===== config.mk =====
export PLATFORM = sky130hd
export DESIGN_NAME = standby_wake_boot_sequencer
export DESIGN_NICKNAME = d
export VERILOG_FILES = /design/src/design/seq_pkg.sv /design/src/design/retention_ram.sv /design/src/design/standby_wake_boot_sequencer.sv
export SDC_FILE = /design/constraint.sdc
export NUM_CORES = 1
export LEC_CHECK = 0
export CAP_MARGIN = 5
export CELL_PAD_IN_SITES_DETAIL_PLACEMENT = 1
export CELL_PAD_IN_SITES_GLOBAL_PLACEMENT = 1
export CORE_MARGIN = 3
export CORE_UTILIZATION = 33
export CTS_BUF_LIST = sky130_fd_sc_hd__clkbuf_2
export CTS_CLUSTER_DIAMETER = 60
export CTS_CLUSTER_SIZE = 10
export DETAILED_ROUTE_END_ITERATION = 8
export DONT_BUFFER_PORTS = 1
export PLACE_DENSITY_LB_ADDON = 0.25
export RECOVER_POWER = 25
export SLEW_MARGIN = 10
export SYNTH_ARGS = -nofsm -noshare
export SYNTH_HDL_FRONTEND = slang
export SYNTH_HIERARCHICAL = 1
export SYNTH_SLANG_ARGS = --single-unit

===== constraint.sdc =====
create_clock -name ref_clk_i -period 8.8 [get_ports ref_clk_i]
set_clock_uncertainty 0.2 [all_clocks]
set_input_delay 0.88 -clock ref_clk_i [delete_from_list [all_inputs] [get_ports ref_clk_i]]
set_output_delay 0.88 -clock ref_clk_i [all_outputs]
set_load 0.03 [all_outputs]

===== src/design/seq_pkg.sv =====
// constants for the standby, wake and boot sequencer
// assumes a 250 MHz sequencer clock and a byte-wide boot copy path
package seq_pkg;
	localparam int unsigned CLK_MHZ = 250;
	localparam int unsigned BOOT_FIXED_US = 2000;
	localparam int unsigned BOOT_PER_KB_US = 3600;
	localparam int unsigned BOOT_FIXED_CYC = BOOT_FIXED_US * CLK_MHZ;
	localparam int unsigned BOOT_PER_KB_CYC = BOOT_PER_KB_US * CLK_MHZ;
	localparam int unsigned RAM_BYTES = 4096;
	localparam int unsigned KB_BYTES = 1024;
	localparam int unsigned ADDR_W = 12;
	localparam int unsigned SLEEP_MAX_S = 6800;
	localparam int unsigned SLEEP_W = 32;
	localparam int unsigned GPIO_N = 9;
	localparam int unsigned DIV_SEL_W = 3;
	localparam int unsigned DIV_W = 7;
	localparam int unsigned CNT_W = 24;
	localparam int unsigned FREQ_W = 24;
	localparam int unsigned RET_BYTES = 8;
	localparam int unsigned PERIPH_N = 8;
	localparam logic [PERIPH_N-1:0] PERIPH_RST = 8'h00;
	typedef enum logic [2:0] {
		ST_STANDBY = 3'b000,
		ST_WAKE = 3'b001,
		ST_BOOT = 3'b011,
		ST_RUN = 3'b010,
		ST_XTAL = 3'b110,
		ST_TX = 3'b111
	} seq_state_t;
endpackage : seq_pkg


===== src/design/retention_ram.sv =====
// small always-on retention memory
// assumes its supply stays up while the battery is present; registered read data
`timescale 1ns/10ps
module retention_ram #(
	parameter int unsigned DEPTH = 8,
	parameter int unsigned AW = 3
) (
	input wire logic ref_clk_i,
	input wire logic arst_n_i,
	input wire logic clk_en_i,
	input wire logic we_i,
	input wire logic [AW-1:0] addr_i,
	input wire logic [7:0] wdata_i,
	output logic [7:0] rdata_o
);
	typedef struct packed {
		logic [DEPTH-1:0][7:0] mem;
		logic [7:0] rd;
	} ram_t;
	ram_t r_q, r_d;
	always_comb begin
		r_d = r_q;
		if (we_i) begin
			r_d.mem[addr_i] = wdata_i;
		end
		r_d.rd = r_q.mem[addr_i];
	end
	always_ff @(posedge ref_clk_i or negedge arst_n_i) begin
		if (!arst_n_i) begin
			r_q <= '0;
		end else if (clk_en_i) begin
			r_q <= r_d;
		end
	end
	assign rdata_o = r_q.rd;
endmodule : retention_ram


===== src/design/standby_wake_boot_sequencer.sv =====
// standby, wake and boot sequencer with clock and power-down control
// assumes arst_n_i is the power-on reset; gpio and sleep tick pins are asynchronous
`timescale 1ns/10ps
module standby_wake_boot_sequencer
	import seq_pkg::*;
#(
	parameter int unsigned FIXED_CYC = BOOT_FIXED_CYC,
	parameter int unsigned PER_KB_CYC = BOOT_PER_KB_CYC,
	parameter int unsigned IMG_BYTES = RAM_BYTES
) (
	input wire logic ref_clk_i,
	input wire logic arst_n_i,
	input wire logic clk_en_i,
	input wire logic [seq_pkg::GPIO_N-1:0] gpio_i,
	input wire logic sleep_tick_i,
	input wire logic [seq_pkg::SLEEP_W-1:0] sleep_interval_i,
	input wire logic sleep_en_i,
	input wire logic standby_req_i,
	output logic [seq_pkg::ADDR_W-1:0] boot_addr_o,
	output logic boot_rd_o,
	input wire logic [7:0] boot_rdata_i,
	output logic ram_we_o,
	output logic [seq_pkg::ADDR_W-1:0] ram_addr_o,
	output logic [7:0] ram_wdata_o,
	output logic core_rst_n_o,
	output logic core_osc_en_o,
	input wire logic [seq_pkg::DIV_SEL_W-1:0] clk_div_sel_i,
	output logic sys_clk_en_o,
	output logic timer_clk_en_o,
	input wire logic xtal_en_i,
	input wire logic tx_req_i,
	input wire logic xtal_ref_i,
	input wire logic carrier_ref_i,
	input wire logic [seq_pkg::FREQ_W-1:0] cal_window_i,
	output logic [seq_pkg::FREQ_W-1:0] cal_count_o,
	output logic cal_done_o,
	output logic xtal_osc_en_o,
	input wire logic tx_done_i,
	input wire logic ser_active_i,
	output logic carrier_osc_en_o,
	output logic carrier_div_en_o,
	output logic pa_en_o,
	input wire logic analog_used_i,
	output logic ref_gen_en_o,
	input wire logic [seq_pkg::PERIPH_N-1:0] periph_off_i,
	output logic [seq_pkg::PERIPH_N-1:0] periph_en_o,
	input wire logic ret_we_i,
	input wire logic [2:0] ret_addr_i,
	input wire logic [7:0] ret_wdata_i,
	output logic [7:0] ret_rdata_o,
	output logic awake_o,
	output logic [2:0] state_o
);
	import seq_pkg::*;

	typedef struct packed {
		seq_state_t st;
		logic [1:0] g0, g1, g2;
		logic [GPIO_N-1:0] gs0, gs1, gprev;
		logic [2:0] ts;
		logic [2:0] xs;
		logic [2:0] cs;
		logic [SLEEP_W-1:0] sleep_cnt;
		logic [CNT_W-1:0] wait_cnt;
		logic [ADDR_W:0] addr;
		logic [CNT_W-1:0] kb_cnt;
		logic rd_pend;
		logic [ADDR_W-1:0] rd_addr;
		logic we;
		logic [ADDR_W-1:0] waddr;
		logic [7:0] wdata;
		logic [DIV_W-1:0] div_cnt;
		logic sys_en;
		logic [FREQ_W-1:0] win_cnt, ratio;
		logic cal_run, cal_done;
	} seq_t;

	seq_t s_q, s_d;
	logic gpio_fall;
	logic sleep_pulse;
	logic [DIV_W-1:0] div_mask;

	always_comb begin
		s_d = s_q;
		s_d.gs0 = gpio_i;
		s_d.gs1 = s_q.gs0;
		s_d.gprev = s_q.gs1;
		s_d.ts = {s_q.ts[1:0], sleep_tick_i};
		s_d.xs = {s_q.xs[1:0], xtal_ref_i};
		s_d.cs = {s_q.cs[1:0], carrier_ref_i};
		s_d.g0 = '0;
		s_d.g1 = '0;
		s_d.g2 = '0;
		s_d.we = 1'b0;
		gpio_fall = |(s_q.gprev & ~s_q.gs1);
		sleep_pulse = s_q.ts[1] & ~s_q.ts[2];
		div_mask = DIV_W'((8'h01 << clk_div_sel_i) - 8'h01);
		// divider runs only while the core is clocked; a pulse every 2^sel cycles
		if (s_q.st != ST_STANDBY) begin
			s_d.div_cnt = DIV_W'(s_q.div_cnt + 1'b1);
			s_d.sys_en = ((s_q.div_cnt & div_mask) == '0);
		end else begin
			s_d.div_cnt = '0;
			s_d.sys_en = 1'b0;
		end
		unique case (s_q.st)
			ST_STANDBY: begin
				// sleep counter counts slow ticks; zero interval disables it
				if (sleep_en_i && sleep_interval_i != '0 && sleep_pulse) begin
					s_d.sleep_cnt = SLEEP_W'(s_q.sleep_cnt + 1'b1);
				end
				if (gpio_fall) begin
					s_d.st = ST_WAKE;
				end else if (sleep_en_i && sleep_interval_i != '0 && s_q.sleep_cnt >= sleep_interval_i) begin
					s_d.st = ST_WAKE;
				end
				if (s_d.st == ST_WAKE) begin
					s_d.sleep_cnt = '0;
					s_d.wait_cnt = '0;
					s_d.addr = '0;
					s_d.kb_cnt = '0;
					s_d.rd_pend = 1'b0;
				end
			end
			ST_WAKE: begin
				// fixed boot overhead before the first byte moves
				s_d.wait_cnt = CNT_W'(s_q.wait_cnt + 1'b1);
				if (s_q.wait_cnt >= CNT_W'(FIXED_CYC - 1)) begin
					s_d.st = ST_BOOT;
					s_d.wait_cnt = '0;
				end
			end
			ST_BOOT: begin
				// bytes are paced evenly at PER_KB_CYC / KB_BYTES cycles each, rounded down, so a kilobyte takes at most its per-kilobyte time
				s_d.kb_cnt = CNT_W'(s_q.kb_cnt + 1'b1);
				if (s_q.rd_pend) begin
					s_d.we = 1'b1;
					s_d.waddr = s_q.rd_addr;
					s_d.wdata = boot_rdata_i;
					s_d.rd_pend = 1'b0;
				end
				if (s_q.kb_cnt >= CNT_W'(PER_KB_CYC / KB_BYTES - 1)) begin
					s_d.kb_cnt = '0;
					if (s_q.addr < (ADDR_W + 1)'(IMG_BYTES)) begin
						s_d.rd_pend = 1'b1;
						s_d.rd_addr = s_q.addr[ADDR_W-1:0];
						s_d.addr = (ADDR_W + 1)'(s_q.addr + 1'b1);
					end
				end
				if (s_q.addr >= (ADDR_W + 1)'(IMG_BYTES) && !s_q.rd_pend && !s_q.we) begin
					s_d.st = ST_RUN;
				end
			end
			ST_RUN: begin
				if (standby_req_i) begin
					s_d.st = ST_STANDBY;
				end else if (tx_req_i) begin
					s_d.st = xtal_en_i ? ST_XTAL : ST_TX;
					s_d.win_cnt = '0;
					s_d.ratio = '0;
					s_d.cal_run = xtal_en_i;
					s_d.cal_done = 1'b0;
				end
			end
			ST_XTAL: begin
				// count carrier-reference edges over a window of crystal edges;
				// the window opens at the first crystal edge so entry phase does not skew the ratio
				if ((s_q.cs[1] & ~s_q.cs[2]) && s_q.win_cnt != '0) begin
					s_d.ratio = FREQ_W'(s_q.ratio + 1'b1);
				end
				if (s_q.xs[1] & ~s_q.xs[2]) begin
					s_d.win_cnt = FREQ_W'(s_q.win_cnt + 1'b1);
				end
				if (s_q.win_cnt > cal_window_i) begin
					s_d.cal_run = 1'b0;
					s_d.cal_done = 1'b1;
					s_d.st = ST_TX;
				end
			end
			ST_TX: begin
				if (tx_done_i) begin
					s_d.st = ST_RUN;
				end
			end
			default: begin
				s_d.st = ST_STANDBY;
			end
		endcase
	end

	always_ff @(posedge ref_clk_i or negedge arst_n_i) begin
		if (!arst_n_i) begin
			s_q <= '0;
			s_q.st <= ST_STANDBY;
			s_q.gs0 <= '1;
			s_q.gs1 <= '1;
			s_q.gprev <= '1;
		end else if (clk_en_i) begin
			s_q <= s_d;
		end
	end

	retention_ram #(
		.DEPTH(RET_BYTES),
		.AW(3)
	) u_ret (
		.ref_clk_i(ref_clk_i),
		.arst_n_i(arst_n_i),
		.clk_en_i(clk_en_i),
		.we_i(ret_we_i),
		.addr_i(ret_addr_i),
		.wdata_i(ret_wdata_i),
		.rdata_o(ret_rdata_o)
	);

	assign awake_o = (s_q.st != ST_STANDBY);
	assign state_o = s_q.st;
	assign boot_rd_o = (s_q.st == ST_BOOT) && (s_q.kb_cnt >= CNT_W'(PER_KB_CYC / KB_BYTES - 1))
		&& (s_q.addr < (ADDR_W + 1)'(IMG_BYTES));
	assign boot_addr_o = s_q.addr[ADDR_W-1:0];
	assign ram_we_o = s_q.we;
	assign ram_addr_o = s_q.waddr;
	assign ram_wdata_o = s_q.wdata;
	assign core_rst_n_o = (s_q.st == ST_RUN) || (s_q.st == ST_XTAL) || (s_q.st == ST_TX);
	assign core_osc_en_o = awake_o;
	assign sys_clk_en_o = s_q.sys_en & core_rst_n_o;
	assign timer_clk_en_o = awake_o;
	assign xtal_osc_en_o = (s_q.st == ST_XTAL) && s_q.cal_run;
	assign cal_count_o = s_q.ratio;
	assign cal_done_o = s_q.cal_done;
	// serializer activity gates each stage; carrier, divider and amplifier all switch on together in the same cycle
	assign carrier_osc_en_o = (s_q.st == ST_TX) && ser_active_i;
	assign carrier_div_en_o = (s_q.st == ST_TX) && ser_active_i;
	assign pa_en_o = (s_q.st == ST_TX) && ser_active_i;
	assign ref_gen_en_o = awake_o && (analog_used_i || s_q.st == ST_XTAL || s_q.st == ST_TX);
	assign periph_en_o = awake_o ? ~periph_off_i : PERIPH_RST;
endmodule : standby_wake_boot_sequencer


==> results_dict.tcl <==
set metrics [dict create \
    clk_pin_slew_worst_paths_ps 180 \
    grt_usage_pct 16.46 \
    place_congestion 0.7558 \
    final_net_count 1719 \
    powerDensity_nw_per_um2 161.5 \
    via_per_inst 5.287 \
    grt_max_degree 297 \
    hpwl_mm 27.88 \
    r2r.worst_path.cells 8 \
    synth_compound_area_share_pct 10.74 \
    synth_cell_types 80 \
    syn_area_um2 16040 \
    drive_gt1_share_pct 15.31 \
    synth.avg_cell_area_um2 10.12 \
    finalHoldViolations 0 \
    yosysMostFrequentCell "dfrtp_1" \
    required_ps 9410 \
    outcome "finished, violations left" \
    routed_wl_mm 42.27 \
    crit_path_top_delay_cell "clkbuf_1" \
    r2r-start "state_o[1]" \
    die_h_um 226.4 \
    cts_tree "yes" \
    crit_family "buffers and inverters" \
    wl_met3_mm 1.894 \
    regToRegSetupSlack_ps 4700 \
    synthTopCellsByCount "269 x dfrtp_1, 134 x nand2_1, 129 x nor2_1" \
    grt_first_pass_wirelength_mm 67.72 \
    dp_worst_setup_slack_ps 4650 \
    syn_inst 1584 \
    io_buffers 0 \
    worst_pin_slew_ps 3912 \
    grt_pass1_vias 12330 \
    clk_latency_ps 940 \
    end_kind "flip-flop" \
    critPathKind "in -> reg" \
    clockBufferDepth 3 \
    vias 11550 \
    netlist_top_cells_area "dfrtp_1 42%, mux2_2 8.6%, ha_1 5.1%" \
    relSlewSlack_pct -160.8 \
    synth_top_area_share_pct 41.98 \
    ioPinCount 197 \
    die_w_um 226.4 \
    routedWlPerCell_um 19.35 \
    worstPathMaxFanout 74 \
    postLayoutCoreUtil_pct 35.16 \
    cp_num_cells 7 \
    ys.warnings.count 6 \
    drv_cap 2 \
    drt_iter0_drc 471 \
    synth_xor_area_share_pct 3.168 \
    cts_root_buf "clkbuf_2" \
    leakagePower_nw 7.709 \
    synth_nets 1759 \
    cp_num_buf_inv 2 \
    synth_largest_area_cell "dfrtp_1" \
    synth_top_family_by_area "simple AND/OR/NAND/NOR gates" \
    hp-class "in -> reg" \
    finalPower_w 0.002718 \
    dr.pass1.iters 4 \
    crit_path_end "cal_count_o[17]" \
    overflow 0 \
    final_antenna_net_count 0 \
    postSynthRegisterBits 296 \
    path_cells "dlygate4sd3_1 -> clkbuf_1 -> o2111ai_2 -> a211oi_2 -> nand2b_1 -> or3_1 -> a21oi_1" \
    maxUsedRoutingLayer "met4" \
    worstPathArrival_ps 6560 \
    rsz0062_at_grt "no" \
    floorplan.initialDensity_pct 33.52 \
    fin_ws_ps 2850 \
    yosysSeqAreaShare_pct 46.40 \
    vdd_drop_max_v 0.00008906 \
    drc 0 \
    async_flop_share_pct 100.0 \
    tns_ps 0 \
    period_share_pct 67.62 \
    syn_to_final_growth_pct 4.907 \
    finalSetupViolCount 0 \
    post-route-min-period_ps 5950 \
    h-tree-depth 2 \
    cpPeakStageDelay_ps 2650 \
    wl_met2_mm 20.00 \
    antenna_found_initial 5 \
    violations "max-capacitance violations, max-slew violations" \
    cts.sinks 296 \
    timing.rr.end "s_q[46]" \
    synth_flop_cell "dfrtp_1" \
    rows 80 \
    core_um2 47850 \
    cts_resized 0 \
    startpoint "clk_en_i" \
    start_kind "input port" \
    wl_met1_mm 19.04 \
    numCtsBuffers 41 \
    design.die.area_um2 51280 \
    max_freq_ghz 0.1681 \
    drv_slew 222 \
    synth_edf_count 0 \
    yosys.area_share.simple_pct 17.44 \
    yosys-mux-area-fraction_pct 10.13 \
    synth_fa_ha_area_share_pct 5.149 \
]
layer usage:
layer	vias to the layer above	track usage, %
li1	5433	-
met1	5844	21.40
met2	199	27.26
met3	77	3.340
met4	0	5.928
met5	-	0
metrics by stage:
| step | hold slack, ps | cells | cell area, um^2 |
|---|---|---|---|
| finish | 154.8 | 2185 | 16820 |
| global route | 23.32 | 2185 | 16820 |
| CTS | 2.263 | 2181 | 16910 |
| detailed placement | 262.9 | 2075 | 16010 |
| global placement | 256.9 | 2075 | 16010 |
| floorplan | 241.9 | 1584 | 16040 |
power breakdown:
group	total [W]	switching [W]	internal, W
registers	0.00158	0.0000909	0.00149
clock network	0.000839	0.000524	0.000316
logic	0.000296	0.000143	0.000153
total	0.00272	0.000757	0.00196
logic make-up after synthesis:
family / after synthesis
compound gates: 268
xor+xnor: 58
simple gates: 547
buf+inv: 206
mux: 143
fa+ha+maj: 66
flops: 296
final cells by class:
type	count	area [um^2]
Multi-Input combinational cell	1082	7407
Clock buffer	54	270.3
Clock inverter	13	197.7
Antenna cell	2	5.005
Fill cell	5427	31020
Timing Repair Buffer	45	440.4
Tap cell	615	769.5
Inverter	78	292.8
Sequential cell	296	7441
worst min-delay path, stage by stage:
cell,delay [ps]
a22oi_1,40
o22ai_1,190
o22a_1,150
flip-flops by register name, indices dropped and copies added, names as in the netlist:
name,flops
u_ret/r_q,64
ram_addr_o,12
cal_done_o,1
boot_addr_o,12
s_d,24
s_q,139
u_ret/rdata_o,8
ram_we_o,1
ram_wdata_o,8
state_o,3
cal_count_o,24
placed cells by master (no fill, tap or decap), drive strengths merged, types with 8 or more instances in the layout:
cell type,synthesis,routed
nand2b,12,12
mux2,130,130
nor2b,19,19
nor4,25,25
xor2,44,44
dfrtp,269,269
dlygate4sd3,0,37
xnor2,14,14
and3,35,35
a22oi,8,8
nor3,11,11
dfstp,27,27
and4,11,11
or3,26,26
ha,66,66
clkbuf,27,57
nor2,135,135
nand2,135,135
a21oi,51,51
mux2i,13,13
inv,78,78
nand3,49,49
a21o,11,11
o21ai,104,104
o21a,13,13
and2,25,25
nand4,42,42
o31ai,21,21
worst min path at each step:
stage | end | slack (ps) | from | depth (start not counted)
floorplan | s_q[82] | 240 | s_q[82] | 2
CTS | cal_done_o | 2 | clk_en_i | 2
finish | u_ret/rdata_o[3] | 150 | ret_addr_i[2] | 3
detailed placement | s_q[81] | 260 | s_q[81] | 2
global route | u_ret/rdata_o[3] | 20 | ret_addr_i[2] | 3
global placement | s_q[85] | 260 | s_q[85] | 2
repair_timing:
item                      in CTS  in global routing
hold buffers                  39                  0
buffers inserted               0                  0
hold endpoints to repair     433                  0
Note: power is estimated with default switching activity, not from simulation.
